--- config.mk ---
export PLATFORM = sky130hd
export DESIGN_NAME = hw_impl_control_regs
export DESIGN_NICKNAME = d
export VERILOG_FILES = /design/src/core/hw_impl_control_pkg.sv /design/src/core/hw_impl_control_regs.sv
export VERILOG_INCLUDE_DIRS = /design/src /design/src/core
export SDC_FILE = /design/constraint.sdc
export NUM_CORES = 1
export LEC_CHECK = 0
export BUFFER_PORTS_ARGS = -buffer_cell sky130_fd_sc_hd__buf_2
export CORE_UTILIZATION = 55
export DETAILED_ROUTE_END_ITERATION = 16
export PLACE_DENSITY = 0.75
export SKIP_CTS_REPAIR_TIMING = 1
export SYNTH_ARGS = -nofsm -noshare
export SYNTH_HDL_FRONTEND = slang
export SYNTH_SLANG_ARGS = --single-unit
--- constraint.sdc ---
create_clock -name aclk -period 2.8 [get_ports aclk]
set_clock_uncertainty 0.05 [all_clocks]
set_input_delay 0.28 -clock aclk [delete_from_list [all_inputs] [get_ports aclk]]
set_output_delay 0.28 -clock aclk [all_outputs]
set_load 0.005 [all_outputs]
--- src/core/hw_impl_control_regs.svh ---
// Register offsets, field positions and reset values of the control register bank.
`ifndef HW_IMPL_CONTROL_REGS_SVH
`define HW_IMPL_CONTROL_REGS_SVH

`define OFS_HW_CONFIG_0    8'h00
`define OFS_PLL_READBACK   8'h04
`define OFS_PERF_CNT_3     8'h08
`define OFS_PERF_CNT_4     8'h0c
`define OFS_EVENT_SEL_1    8'h10
`define OFS_IRQ_STATUS     8'h14
`define OFS_IRQ_MASK       8'h18

`define CFG_MC_PIN_EN      0
`define CFG_CACHE_PAR_EN   1
`define CFG_ADDR_PAR_EN    2
`define CFG_DATA_PAR_EN    3
`define CFG_SNOOP_NORESTORE 7
`define CFG_NOT_HARD_RESET 15
`define CFG_ICACHE_EN      16
`define CFG_DCACHE_EN      17
`define CFG_ICACHE_LOCK    18
`define CFG_DCACHE_LOCK    19
`define CFG_ICACHE_INVAL   20
`define CFG_DCACHE_INVAL   21

`define CFG_WRITE_MASK     32'h003f808f
`define CFG_RESET          32'h00000000

`define EVSEL_C3_LSB       0
`define EVSEL_C4_LSB       8
`define EVSEL_RESET        32'h00000000

`define IRQ_MCHECK         0
`define IRQ_CNT3_NEG       1
`define IRQ_CNT4_NEG       2
`define IRQ_WIDTH          3

`define AXI_RESP_OKAY      2'b00
`define AXI_RESP_SLVERR    2'b10

`endif

--- src/core/hw_impl_control_pkg.sv ---
// Types shared by the control register bank.
`include "hw_impl_control_regs.svh"
package hw_impl_control_pkg;

   typedef logic [31:0] word_type;
   typedef logic [7:0]  addr_type;
   typedef logic [1:0]  resp_type;

   typedef enum logic [1:0] {
      wr_idle,
      wr_resp
   } wr_state_type;

endpackage : hw_impl_control_pkg

--- src/core/hw_impl_control_regs.sv ---
// Implementation-dependent control, clock readback and counter registers over AXI4-Lite.
//
// Register access over AXI4-Lite and the address map are this design's own decisions.
`timescale 1ns/1ps
`include "hw_impl_control_regs.svh"

// Notes on behaviour
// (RQ1) Configuration bit 0 clear blocks every machine-check source, the input included.
// (RQ2) Every enabled machine check is further qualified by the machine-check gate.
// (RQ3) Configuration bit 1 gates machine check on cache parity errors.
// (RQ4) Configuration bit 2 gates machine check on address bus parity errors.
// (RQ5) Configuration bit 3 gates machine check on data bus parity errors.
// (RQ6) Bit 7 set stops driving shared and retry responses back high.
// (RQ7) With restore disabled, system logic itself returns those responses high.
// (RQ8) Bit 15 is set by software, cleared by hard reset.
// (RQ9) Bit 16 clear: instruction cache unused, fetches inhibited, snoops ignored.
// (RQ10) Bit 17 clear: data cache unused, accesses inhibited, snoops ignored.
// (RQ11) Lock bits 18 and 19 make misses cache-inhibited without allocation.
// (RQ12) Block-zero while the data cache is locked raises an alignment exception.
// (RQ13) Clock readback is read-only: pins in bits 0-3, zeros above.
// (RQ14) Counters 3 and 4 are 32 bits and may interrupt while negative.
// (RQ15) Event select register 1 chooses what counters 3 and 4 count.
// (RQ16) Bits 20 and 21 invalidate an enabled cache, block it, self-clear.
// (RQ17) Unused configuration bits ignore writes and read as zero.
module hw_impl_control_regs #(
   parameter int EVENTS = 8
) (
   input  wire logic                          aclk,
   input  wire logic                          aresetn,
   input  wire logic                          s_axi_awvalid,
   output logic                               s_axi_awready,
   input  wire hw_impl_control_pkg::addr_type s_axi_awaddr,
   input  wire logic                          s_axi_wvalid,
   output logic                               s_axi_wready,
   input  wire hw_impl_control_pkg::word_type s_axi_wdata,
   input  wire logic [3:0]                    s_axi_wstrb,
   output logic                               s_axi_bvalid,
   input  wire logic                          s_axi_bready,
   output hw_impl_control_pkg::resp_type      s_axi_bresp,
   input  wire logic                          s_axi_arvalid,
   output logic                               s_axi_arready,
   input  wire hw_impl_control_pkg::addr_type s_axi_araddr,
   output logic                               s_axi_rvalid,
   input  wire logic                          s_axi_rready,
   output hw_impl_control_pkg::word_type      s_axi_rdata,
   output hw_impl_control_pkg::resp_type      s_axi_rresp,
   input  wire logic                          machine_check_input,
   input  wire logic                          cache_parity_err,
   input  wire logic                          addr_parity_err,
   input  wire logic                          data_parity_err,
   input  wire logic                          machine_check_gate,
   input  wire logic [3:0]                    pll_cfg_pins,
   input  wire logic [EVENTS-1:0]             perf_events,
   input  wire logic                          dcbz_exec,
   input  wire logic                          icache_inval_busy,
   input  wire logic                          dcache_inval_busy,
   output logic                               machine_check_take,
   output logic                               checkstop,
   output logic                               snoop_restore_en,
   output logic                               icache_active,
   output logic                               dcache_active,
   output logic                               icache_no_alloc,
   output logic                               dcache_no_alloc,
   output logic                               icache_inval_start,
   output logic                               dcache_inval_start,
   output logic                               dcbz_align_exc,
   output logic                               irq
);
   import hw_impl_control_pkg::*;

   // ----------------------------------------------------------------
   // State
   // ----------------------------------------------------------------
   typedef struct packed {
      wr_state_type wst;
      logic         bvalid;
      logic         aw_got;
      logic         w_got;
      addr_type     awaddr;
      word_type     wdata;
      logic [3:0]   wstrb;
      resp_type     bresp;
      logic         awready;
      logic         wready;
      logic         arready;
      logic         rvalid;
      word_type     rdata;
      resp_type     rresp;
      word_type     cfg;
      word_type     cnt3;
      word_type     cnt4;
      word_type     evsel;
      logic [`IRQ_WIDTH-1:0] status;
      logic [`IRQ_WIDTH-1:0] mask;
      logic         mc_take;
      logic         chkstop;
      logic         snoop_rest;
      logic         ic_act;
      logic         dc_act;
      logic         ic_na;
      logic         dc_na;
      logic         ic_inv;
      logic         dc_inv;
      logic         align_exc;
      logic         irq;
   } state_type;

   state_type s_q;
   state_type s_d;

   function automatic word_type merge_bytes(word_type old, word_type nw, logic [3:0] strb);
      word_type r;
      for (int i = 0; i < 4; i++)
      begin
         r[i*8 +: 8] = strb[i] ? nw[i*8 +: 8] : old[i*8 +: 8];
      end
      return r;
   endfunction : merge_bytes

   function automatic logic is_mapped(addr_type a);
      return (a == `OFS_HW_CONFIG_0) || (a == `OFS_PLL_READBACK) || (a == `OFS_PERF_CNT_3)
          || (a == `OFS_PERF_CNT_4) || (a == `OFS_EVENT_SEL_1) || (a == `OFS_IRQ_STATUS)
          || (a == `OFS_IRQ_MASK);
   endfunction : is_mapped

   function automatic logic event_pick(logic [EVENTS-1:0] ev, logic [7:0] sel);
      return (32'(sel) < EVENTS) ? ev[sel[$clog2(EVENTS)-1:0]] : 1'b0;
   endfunction : event_pick

   // (RQ3) (RQ4) (RQ5) parity source gating
   logic mc_cause;
   assign mc_cause = (machine_check_input
                      || (s_q.cfg[`CFG_CACHE_PAR_EN] && cache_parity_err)
                      || (s_q.cfg[`CFG_ADDR_PAR_EN] && addr_parity_err)
                      || (s_q.cfg[`CFG_DATA_PAR_EN] && data_parity_err))
                     && s_q.cfg[`CFG_MC_PIN_EN];

   // ----------------------------------------------------------------
   // Next state
   // ----------------------------------------------------------------
   always_comb
   begin
      logic [`IRQ_WIDTH-1:0] ev;
      logic                  wr_fire;
      word_type              wv;
      ev      = '0;
      wr_fire = 1'b0;
      wv      = '0;
      s_d     = s_q;

      // Write channel: address and data taken in either order.
      if (s_q.awready && s_axi_awvalid)
      begin
         s_d.aw_got  = 1'b1;
         s_d.awaddr  = s_axi_awaddr;
         s_d.awready = 1'b0;
      end
      if (s_q.wready && s_axi_wvalid)
      begin
         s_d.w_got  = 1'b1;
         s_d.wdata  = s_axi_wdata;
         s_d.wstrb  = s_axi_wstrb;
         s_d.wready = 1'b0;
      end

      // Self-clearing invalidate bits drop the cycle after they are written.
      // (RQ16) invalidate bits self-clear
      s_d.cfg[`CFG_ICACHE_INVAL] = 1'b0;
      s_d.cfg[`CFG_DCACHE_INVAL] = 1'b0;

      // Counters run on the selected event; a bus write below takes precedence.
      // (RQ15) event selection steers counting
      if (event_pick(perf_events, s_q.evsel[`EVSEL_C3_LSB +: 8]))
      begin
         s_d.cnt3 = s_q.cnt3 + 32'h1;
      end
      if (event_pick(perf_events, s_q.evsel[`EVSEL_C4_LSB +: 8]))
      begin
         s_d.cnt4 = s_q.cnt4 + 32'h1;
      end

      case (s_q.wst)
         wr_idle:
         begin
            if (s_q.aw_got && s_q.w_got)
            begin
               wr_fire  = 1'b1;
               s_d.wst  = wr_resp;
               s_d.bvalid = 1'b1;
               s_d.bresp = is_mapped(s_q.awaddr) ? `AXI_RESP_OKAY : `AXI_RESP_SLVERR;
            end
         end
         wr_resp:
         begin
            if (s_axi_bready)
            begin
               s_d.wst     = wr_idle;
               s_d.bvalid  = 1'b0;
               s_d.aw_got  = 1'b0;
               s_d.w_got   = 1'b0;
               s_d.awready = 1'b1;
               s_d.wready  = 1'b1;
            end
         end
         default: s_d.wst = wr_idle;
      endcase

      if (wr_fire)
      begin
         case (s_q.awaddr)
            `OFS_HW_CONFIG_0:
            begin
               // (RQ17) unused bits dropped
               wv    = merge_bytes(s_q.cfg, s_q.wdata, s_q.wstrb);
               s_d.cfg = wv & `CFG_WRITE_MASK;
            end
            `OFS_PERF_CNT_3:  s_d.cnt3   = merge_bytes(s_q.cnt3, s_q.wdata, s_q.wstrb);
            `OFS_PERF_CNT_4:  s_d.cnt4   = merge_bytes(s_q.cnt4, s_q.wdata, s_q.wstrb);
            `OFS_EVENT_SEL_1: s_d.evsel  = merge_bytes(s_q.evsel, s_q.wdata, s_q.wstrb);
            `OFS_IRQ_MASK:    s_d.mask   = s_q.wdata[`IRQ_WIDTH-1:0];
            `OFS_IRQ_STATUS:  s_d.status = s_q.status & ~s_q.wdata[`IRQ_WIDTH-1:0];
            default:          s_d.cfg    = s_d.cfg;
         endcase
      end

      // Events win over a clearing write in the same cycle.
      // (RQ14) negative counters raise interrupts
      ev[`IRQ_MCHECK]   = mc_cause;
      ev[`IRQ_CNT3_NEG] = s_q.cnt3[31];
      ev[`IRQ_CNT4_NEG] = s_q.cnt4[31];
      s_d.status = s_d.status | ev;
      s_d.irq    = |(s_d.status & s_d.mask);

      // (RQ1) master enable on all sources
      // (RQ2) machine-check gate picks outcome
      s_d.mc_take = mc_cause && machine_check_gate;
      s_d.chkstop = s_q.chkstop || (mc_cause && !machine_check_gate);

      // (RQ6) snoop high restore control
      s_d.snoop_rest = !s_q.cfg[`CFG_SNOOP_NORESTORE];
      // (RQ9) instruction cache bypass
      // The start pulse blocks the cycle before the cache itself reports busy.
      s_d.ic_act = s_q.cfg[`CFG_ICACHE_EN] && !icache_inval_busy && !s_q.cfg[`CFG_ICACHE_INVAL]
                   && !s_q.ic_inv;
      // (RQ10) data cache bypass
      s_d.dc_act = s_q.cfg[`CFG_DCACHE_EN] && !dcache_inval_busy && !s_q.cfg[`CFG_DCACHE_INVAL]
                   && !s_q.dc_inv;
      // (RQ11) locked caches never allocate
      s_d.ic_na = s_q.cfg[`CFG_ICACHE_LOCK];
      s_d.dc_na = s_q.cfg[`CFG_DCACHE_LOCK];
      // (RQ16) invalidate only an enabled cache
      s_d.ic_inv = s_q.cfg[`CFG_ICACHE_INVAL] && s_q.cfg[`CFG_ICACHE_EN];
      s_d.dc_inv = s_q.cfg[`CFG_DCACHE_INVAL] && s_q.cfg[`CFG_DCACHE_EN];
      // (RQ12) block-zero under lock
      s_d.align_exc = dcbz_exec && s_q.cfg[`CFG_DCACHE_LOCK];

      // Read channel: one outstanding read, answered the cycle after it is taken.
      if (s_q.rvalid && s_axi_rready)
      begin
         s_d.rvalid  = 1'b0;
         s_d.arready = 1'b1;
      end
      if (s_q.arready && s_axi_arvalid)
      begin
         s_d.arready = 1'b0;
         s_d.rvalid  = 1'b1;
         s_d.rresp   = is_mapped(s_axi_araddr) ? `AXI_RESP_OKAY : `AXI_RESP_SLVERR;
         case (s_axi_araddr)
            `OFS_HW_CONFIG_0:  s_d.rdata = s_q.cfg;
            // (RQ13) pins in low nibble only
            `OFS_PLL_READBACK: s_d.rdata = {28'h0, pll_cfg_pins};
            `OFS_PERF_CNT_3:   s_d.rdata = s_q.cnt3;
            `OFS_PERF_CNT_4:   s_d.rdata = s_q.cnt4;
            `OFS_EVENT_SEL_1:  s_d.rdata = s_q.evsel;
            `OFS_IRQ_STATUS:   s_d.rdata = {29'h0, s_q.status};
            `OFS_IRQ_MASK:     s_d.rdata = {29'h0, s_q.mask};
            default:           s_d.rdata = 32'h0;
         endcase
      end
   end

   // ----------------------------------------------------------------
   // Registers
   // ----------------------------------------------------------------
   always_ff @(posedge aclk)
   begin
      if (!aresetn)
      begin
         // (RQ8) hard reset clears the not-hard-reset flag
         s_q         <= '0;
         s_q.wst     <= wr_idle;
         s_q.awready <= 1'b1;
         s_q.wready  <= 1'b1;
         s_q.arready <= 1'b1;
         s_q.snoop_rest <= 1'b1;
         s_q.cfg     <= `CFG_RESET;
         s_q.evsel   <= `EVSEL_RESET;
      end
      else
      begin
         s_q <= s_d;
      end
   end

   assign s_axi_awready      = s_q.awready;
   assign s_axi_wready       = s_q.wready;
   assign s_axi_bvalid       = s_q.bvalid;
   assign s_axi_bresp        = s_q.bresp;
   assign s_axi_arready      = s_q.arready;
   assign s_axi_rvalid       = s_q.rvalid;
   assign s_axi_rdata        = s_q.rdata;
   assign s_axi_rresp        = s_q.rresp;
   assign machine_check_take = s_q.mc_take;
   assign checkstop          = s_q.chkstop;
   assign snoop_restore_en   = s_q.snoop_rest;
   assign icache_active      = s_q.ic_act;
   assign dcache_active      = s_q.dc_act;
   assign icache_no_alloc    = s_q.ic_na;
   assign dcache_no_alloc    = s_q.dc_na;
   assign icache_inval_start = s_q.ic_inv;
   assign dcache_inval_start = s_q.dc_inv;
   assign dcbz_align_exc     = s_q.align_exc;
   assign irq                = s_q.irq;
endmodule : hw_impl_control_regs

==> flow_summary.ini <==
[outcome]
status = complete, but fails checks
violations = negative hold slack

[floorplanning]
die_y_um = 137.5
core.rowCount = 49
die_area_um2 = 18910
core_um2 = 17960
die_w_um = 137.5
initial_utilization_pct = 56.24
boundaryPins = 131

[placement]
dp.cells = 1543
io_buffers = 128
dpl.hpwl_um = 21830
place.gp.congestion = 0.9397

[sta]
period_needed_ps = 2585
finalSetupTns_ps = 0
max_freq_ghz = 0.3869
drv_slew = 0
fin_crit_sh_pct = 92.32
max_slew_margin_pct = 42.13
rsz0062_at_grt = no
hold_viol_final = 11
setup_viol = 0
worst_pin_slew_ps = 866.9
hold_slack_ps = -43.48

[clock_network]
clock_latency_ps = 510
clock-sinks = 211
htreeDepth = 1
clk_pin_slew_worst_paths_ps = 60
cts_tree = built
cts_max_path_buffers = 3
numCtsBuffers = 23
cts-root-buf = clkbuf_16

[critical_path]
worst-path-buf-inv = 1
cp_data_required_time_ps = 3160
cp_max_fo = 12
start_kind = register
max_stage_delay_ps = 610
cp_slowest_cell = or4_4
reg2reg_depth = 7
criticalPathCategory = register to register
worst-path-stages = 7
worstPathCellList = nor4b_1 > buf_4 > and3_4 > or4_4 > or4_4 > and3_1 > o21a_1
startpoint = s_q[224]
endpoint_kind = register
worstReg2RegStart = s_q[224]
crit_arrival_ps = 2940
cpMostUsedCell = or4_4
crit_family = simple AND/OR/NAND/NOR gates

[global_route]
grt_pass1_wl_um = 48510
gr-usage-all-layers_pct = 33.12
grt_max_degree = 79
gr-total-overflow = 0
grt_pass1_vias = 9055
antenna_found_initial = 0

[synthesis]
synthCells = 1269
ys.flop_type = dfxtp_1
synth_seq_cells = 211
synth_top_family_by_area = simple AND/OR/NAND/NOR gates
synthArstFlopShare_pct = 0
synth_edf_count = 0
synth-xor-area-share_pct = 0.7803
synth_fa_ha_area_share_pct = 0.2477
ys_types = 64
yosysTopAreaCellShare_pct = 41.81
synthSimpleGateAreaFrac_pct = 25.20
synth_area_leaders = dfxtp_1 (42%), nand2_1 (8.3%), a21oi_1 (5.8%)
netlist_area_um2 = 10100
synth.avg_cell_area_um2 = 7.961
synth_compound_area_share_pct = 21.15
synth_top_area_cell = dfxtp_1
synth_seq_area_share_pct = 41.81
yosysWarningCount = 0
synth_mux_area_share_pct = 3.765

[final_layout]
syn2layout_area_growth_pct = 17.07
fin_cells = 1618
fin_nets = 1456
antenna_cells = 0
fillers = 1564
layout-drive-gt1-share_pct = 16.85

[power_and_ir_drop]
p_leak_nw = 4.299
switching_power_w = 0.001554
max-vdd-ir-drop_v = 0.0004145
swShare_pct = 24.26
p_per_area_nw_per_um2 = 541.5
pwr-share-comb_pct = 6.5
p_seq_share_pct = 49.4
clockPowerShare_pct = 44.2
intPower_w = 0.004850

[routing]
detail-route-antenna-nets = 0
drc = 0
vias = 10250
routed_wl_um = 31430
viasPerCell = 6.337
drtPass1Iterations = 9
wl_per_cell_um = 19.42
drt-initial-drc-count = 1435

[job]
cap_viol_max_count = 0

[worst_hold_path]
hold_path_class = input pin to register
min_from = s_axi_wdata[27]
hold_depth = 3
-- power by group through the flow --
| stage | Sequential, W | Clock [W] | Combinational [W] |
|---|---|---|---|
| after floorplan | 0.00317 | 0 | 0.000244 |
| after global placement | 0.00322 | 0 | 0.000363 |
| after detailed placement | 0.00322 | 0 | 0.000368 |
| after CTS | 0.00315 | 0.00284 | 0.000369 |
| after global routing | 0.00317 | 0.00298 | 0.000455 |
| final | 0.00316 | 0.00283 | 0.000414 |
-- path summary, 6_finish.rpt --
path	to	slack [ps]
max	s_q[105]	220
max reg2reg	s_q[105]	220
min reg2reg	snoop_restore_en	350
min	s_q[216]	-40
-- sequential cells by signal, summed over array words and instances (netlist names) --
name                flops
dcache_active           1
snoop_restore_en        1
s_axi_awready           1
checkstop               1
dcbz_align_exc          1
icache_no_alloc         1
icache_active           1
s_axi_rresp             1
dcache_inval_start      1
s_axi_arready           1
irq                     1
s_axi_rdata            32
dcache_no_alloc         1
s_axi_bvalid            1
icache_inval_start      1
s_d                     2
s_axi_wready            1
s_axi_bresp             1
s_axi_rvalid            1
s_q                   159
machine_check_take      1
-- worst register-to-register path, delay by kind of cell (launching register included) --
family                 cells  cell delay (ps)
DFF                        1              340
and+or+nand+nor            5             1750
AOI/OAI and AO/OA          1              180
buffers and inverters      1              150
-- logic make-up after synthesis --
kind of cell / count (synthesis)
fa+ha+maj: 2
compound gates: 343
simple gates: 525
buf+inv: 145
mux: 33
xor+xnor: 9
flops: 211
other cells: 1
-- metrics by stage --
| step | area (um^2) | util (%) | total power (W) | worst slack, ps | hold slack, ps |
|---|---|---|---|---|---|
| after detailed placement | 10780 | 60.01 | 0.003588 | 226.1 | 337.5 |
| final | 11830 | 65.84 | 0.006404 | 215.0 | -43.48 |
| after global placement | 10780 | 60.01 | 0.003579 | 270.3 | 335.0 |
| after CTS | 11470 | 63.83 | 0.006365 | 230.1 | -134.8 |
| after global routing | 11830 | 65.84 | 0.006603 | 92.71 | -2.764 |
| after floorplan | 10110 | - | 0.003413 | 225.6 | 306.1 |
-- synth_stat cells, drive strengths merged (10+ instances only) --
| cell type | number |
|---|---|
| a21oi | 118 |
| a222oi | 23 |
| a31oi | 43 |
| and2 | 12 |
| and3 | 30 |
| buf | 52 |
| clkbuf | 78 |
| dfxtp | 211 |
| inv | 15 |
| mux2 | 10 |
| mux2i | 20 |
| nand2 | 224 |
| nand3 | 107 |
| nand4 | 26 |
| nor2 | 48 |
| nor3 | 14 |
| nor4 | 13 |
| o211ai | 10 |
| o21ai | 75 |
| or3 | 12 |
-- cell usage in the layout, fill, tap and decap left out, types with 4 or more instances in the layout --
cell type	n
o22ai_1	8
o311ai_0	5
a222oi_1	23
nand3_1	107
dlygate4sd3_1	36
nor4b_1	4
nor3_1	11
o21a_1	8
clkbuf_16	23
or4_1	6
a31oi_1	43
nand4_1	26
buf_4	44
nor4_1	11
xor2_1	8
a311oi_1	6
buf_2	128
a21o_1	4
mux2i_1	20
or3_1	11
mux2_2	10
o211ai_1	10
and2_1	11
inv_1	14
nor2b_1	6
and4_1	9
a21oi_1	118
nor2_1	47
nand2b_1	4
clkinv_2	5
clkbuf_1	6
and3_1	29
a211oi_1	9
dfxtp_1	211
o21ai_0	74
nand2_1	224
a221oi_1	9
clkbuf_8	4
-- area by class of cell --
cell class / instances / area [um^2] / area share, %
timing repair buffer: 210 / 1371 / 11.60
sequential: 211 / 4224 / 35.72
tap: 229 / 286.5 / 2.423
multi-input combinational: 914 / 5199 / 43.96
inverter: 15 / 58.81 / 0.4973
clock inverter: 6 / 33.78 / 0.2857
clock buffer: 33 / 653.1 / 5.523
-- layer usage --
| layer | global-route usage, % | wire (um) |
|---|---|---|
| met5 | 0 | 0 |
| met4 | 9.219 | 718 |
| met3 | 9.345 | 3903 |
| met2 | 48.94 | 13580 |
| met1 | 46.74 | 13230 |
Note: power is estimated with default switching activity, not from simulation.
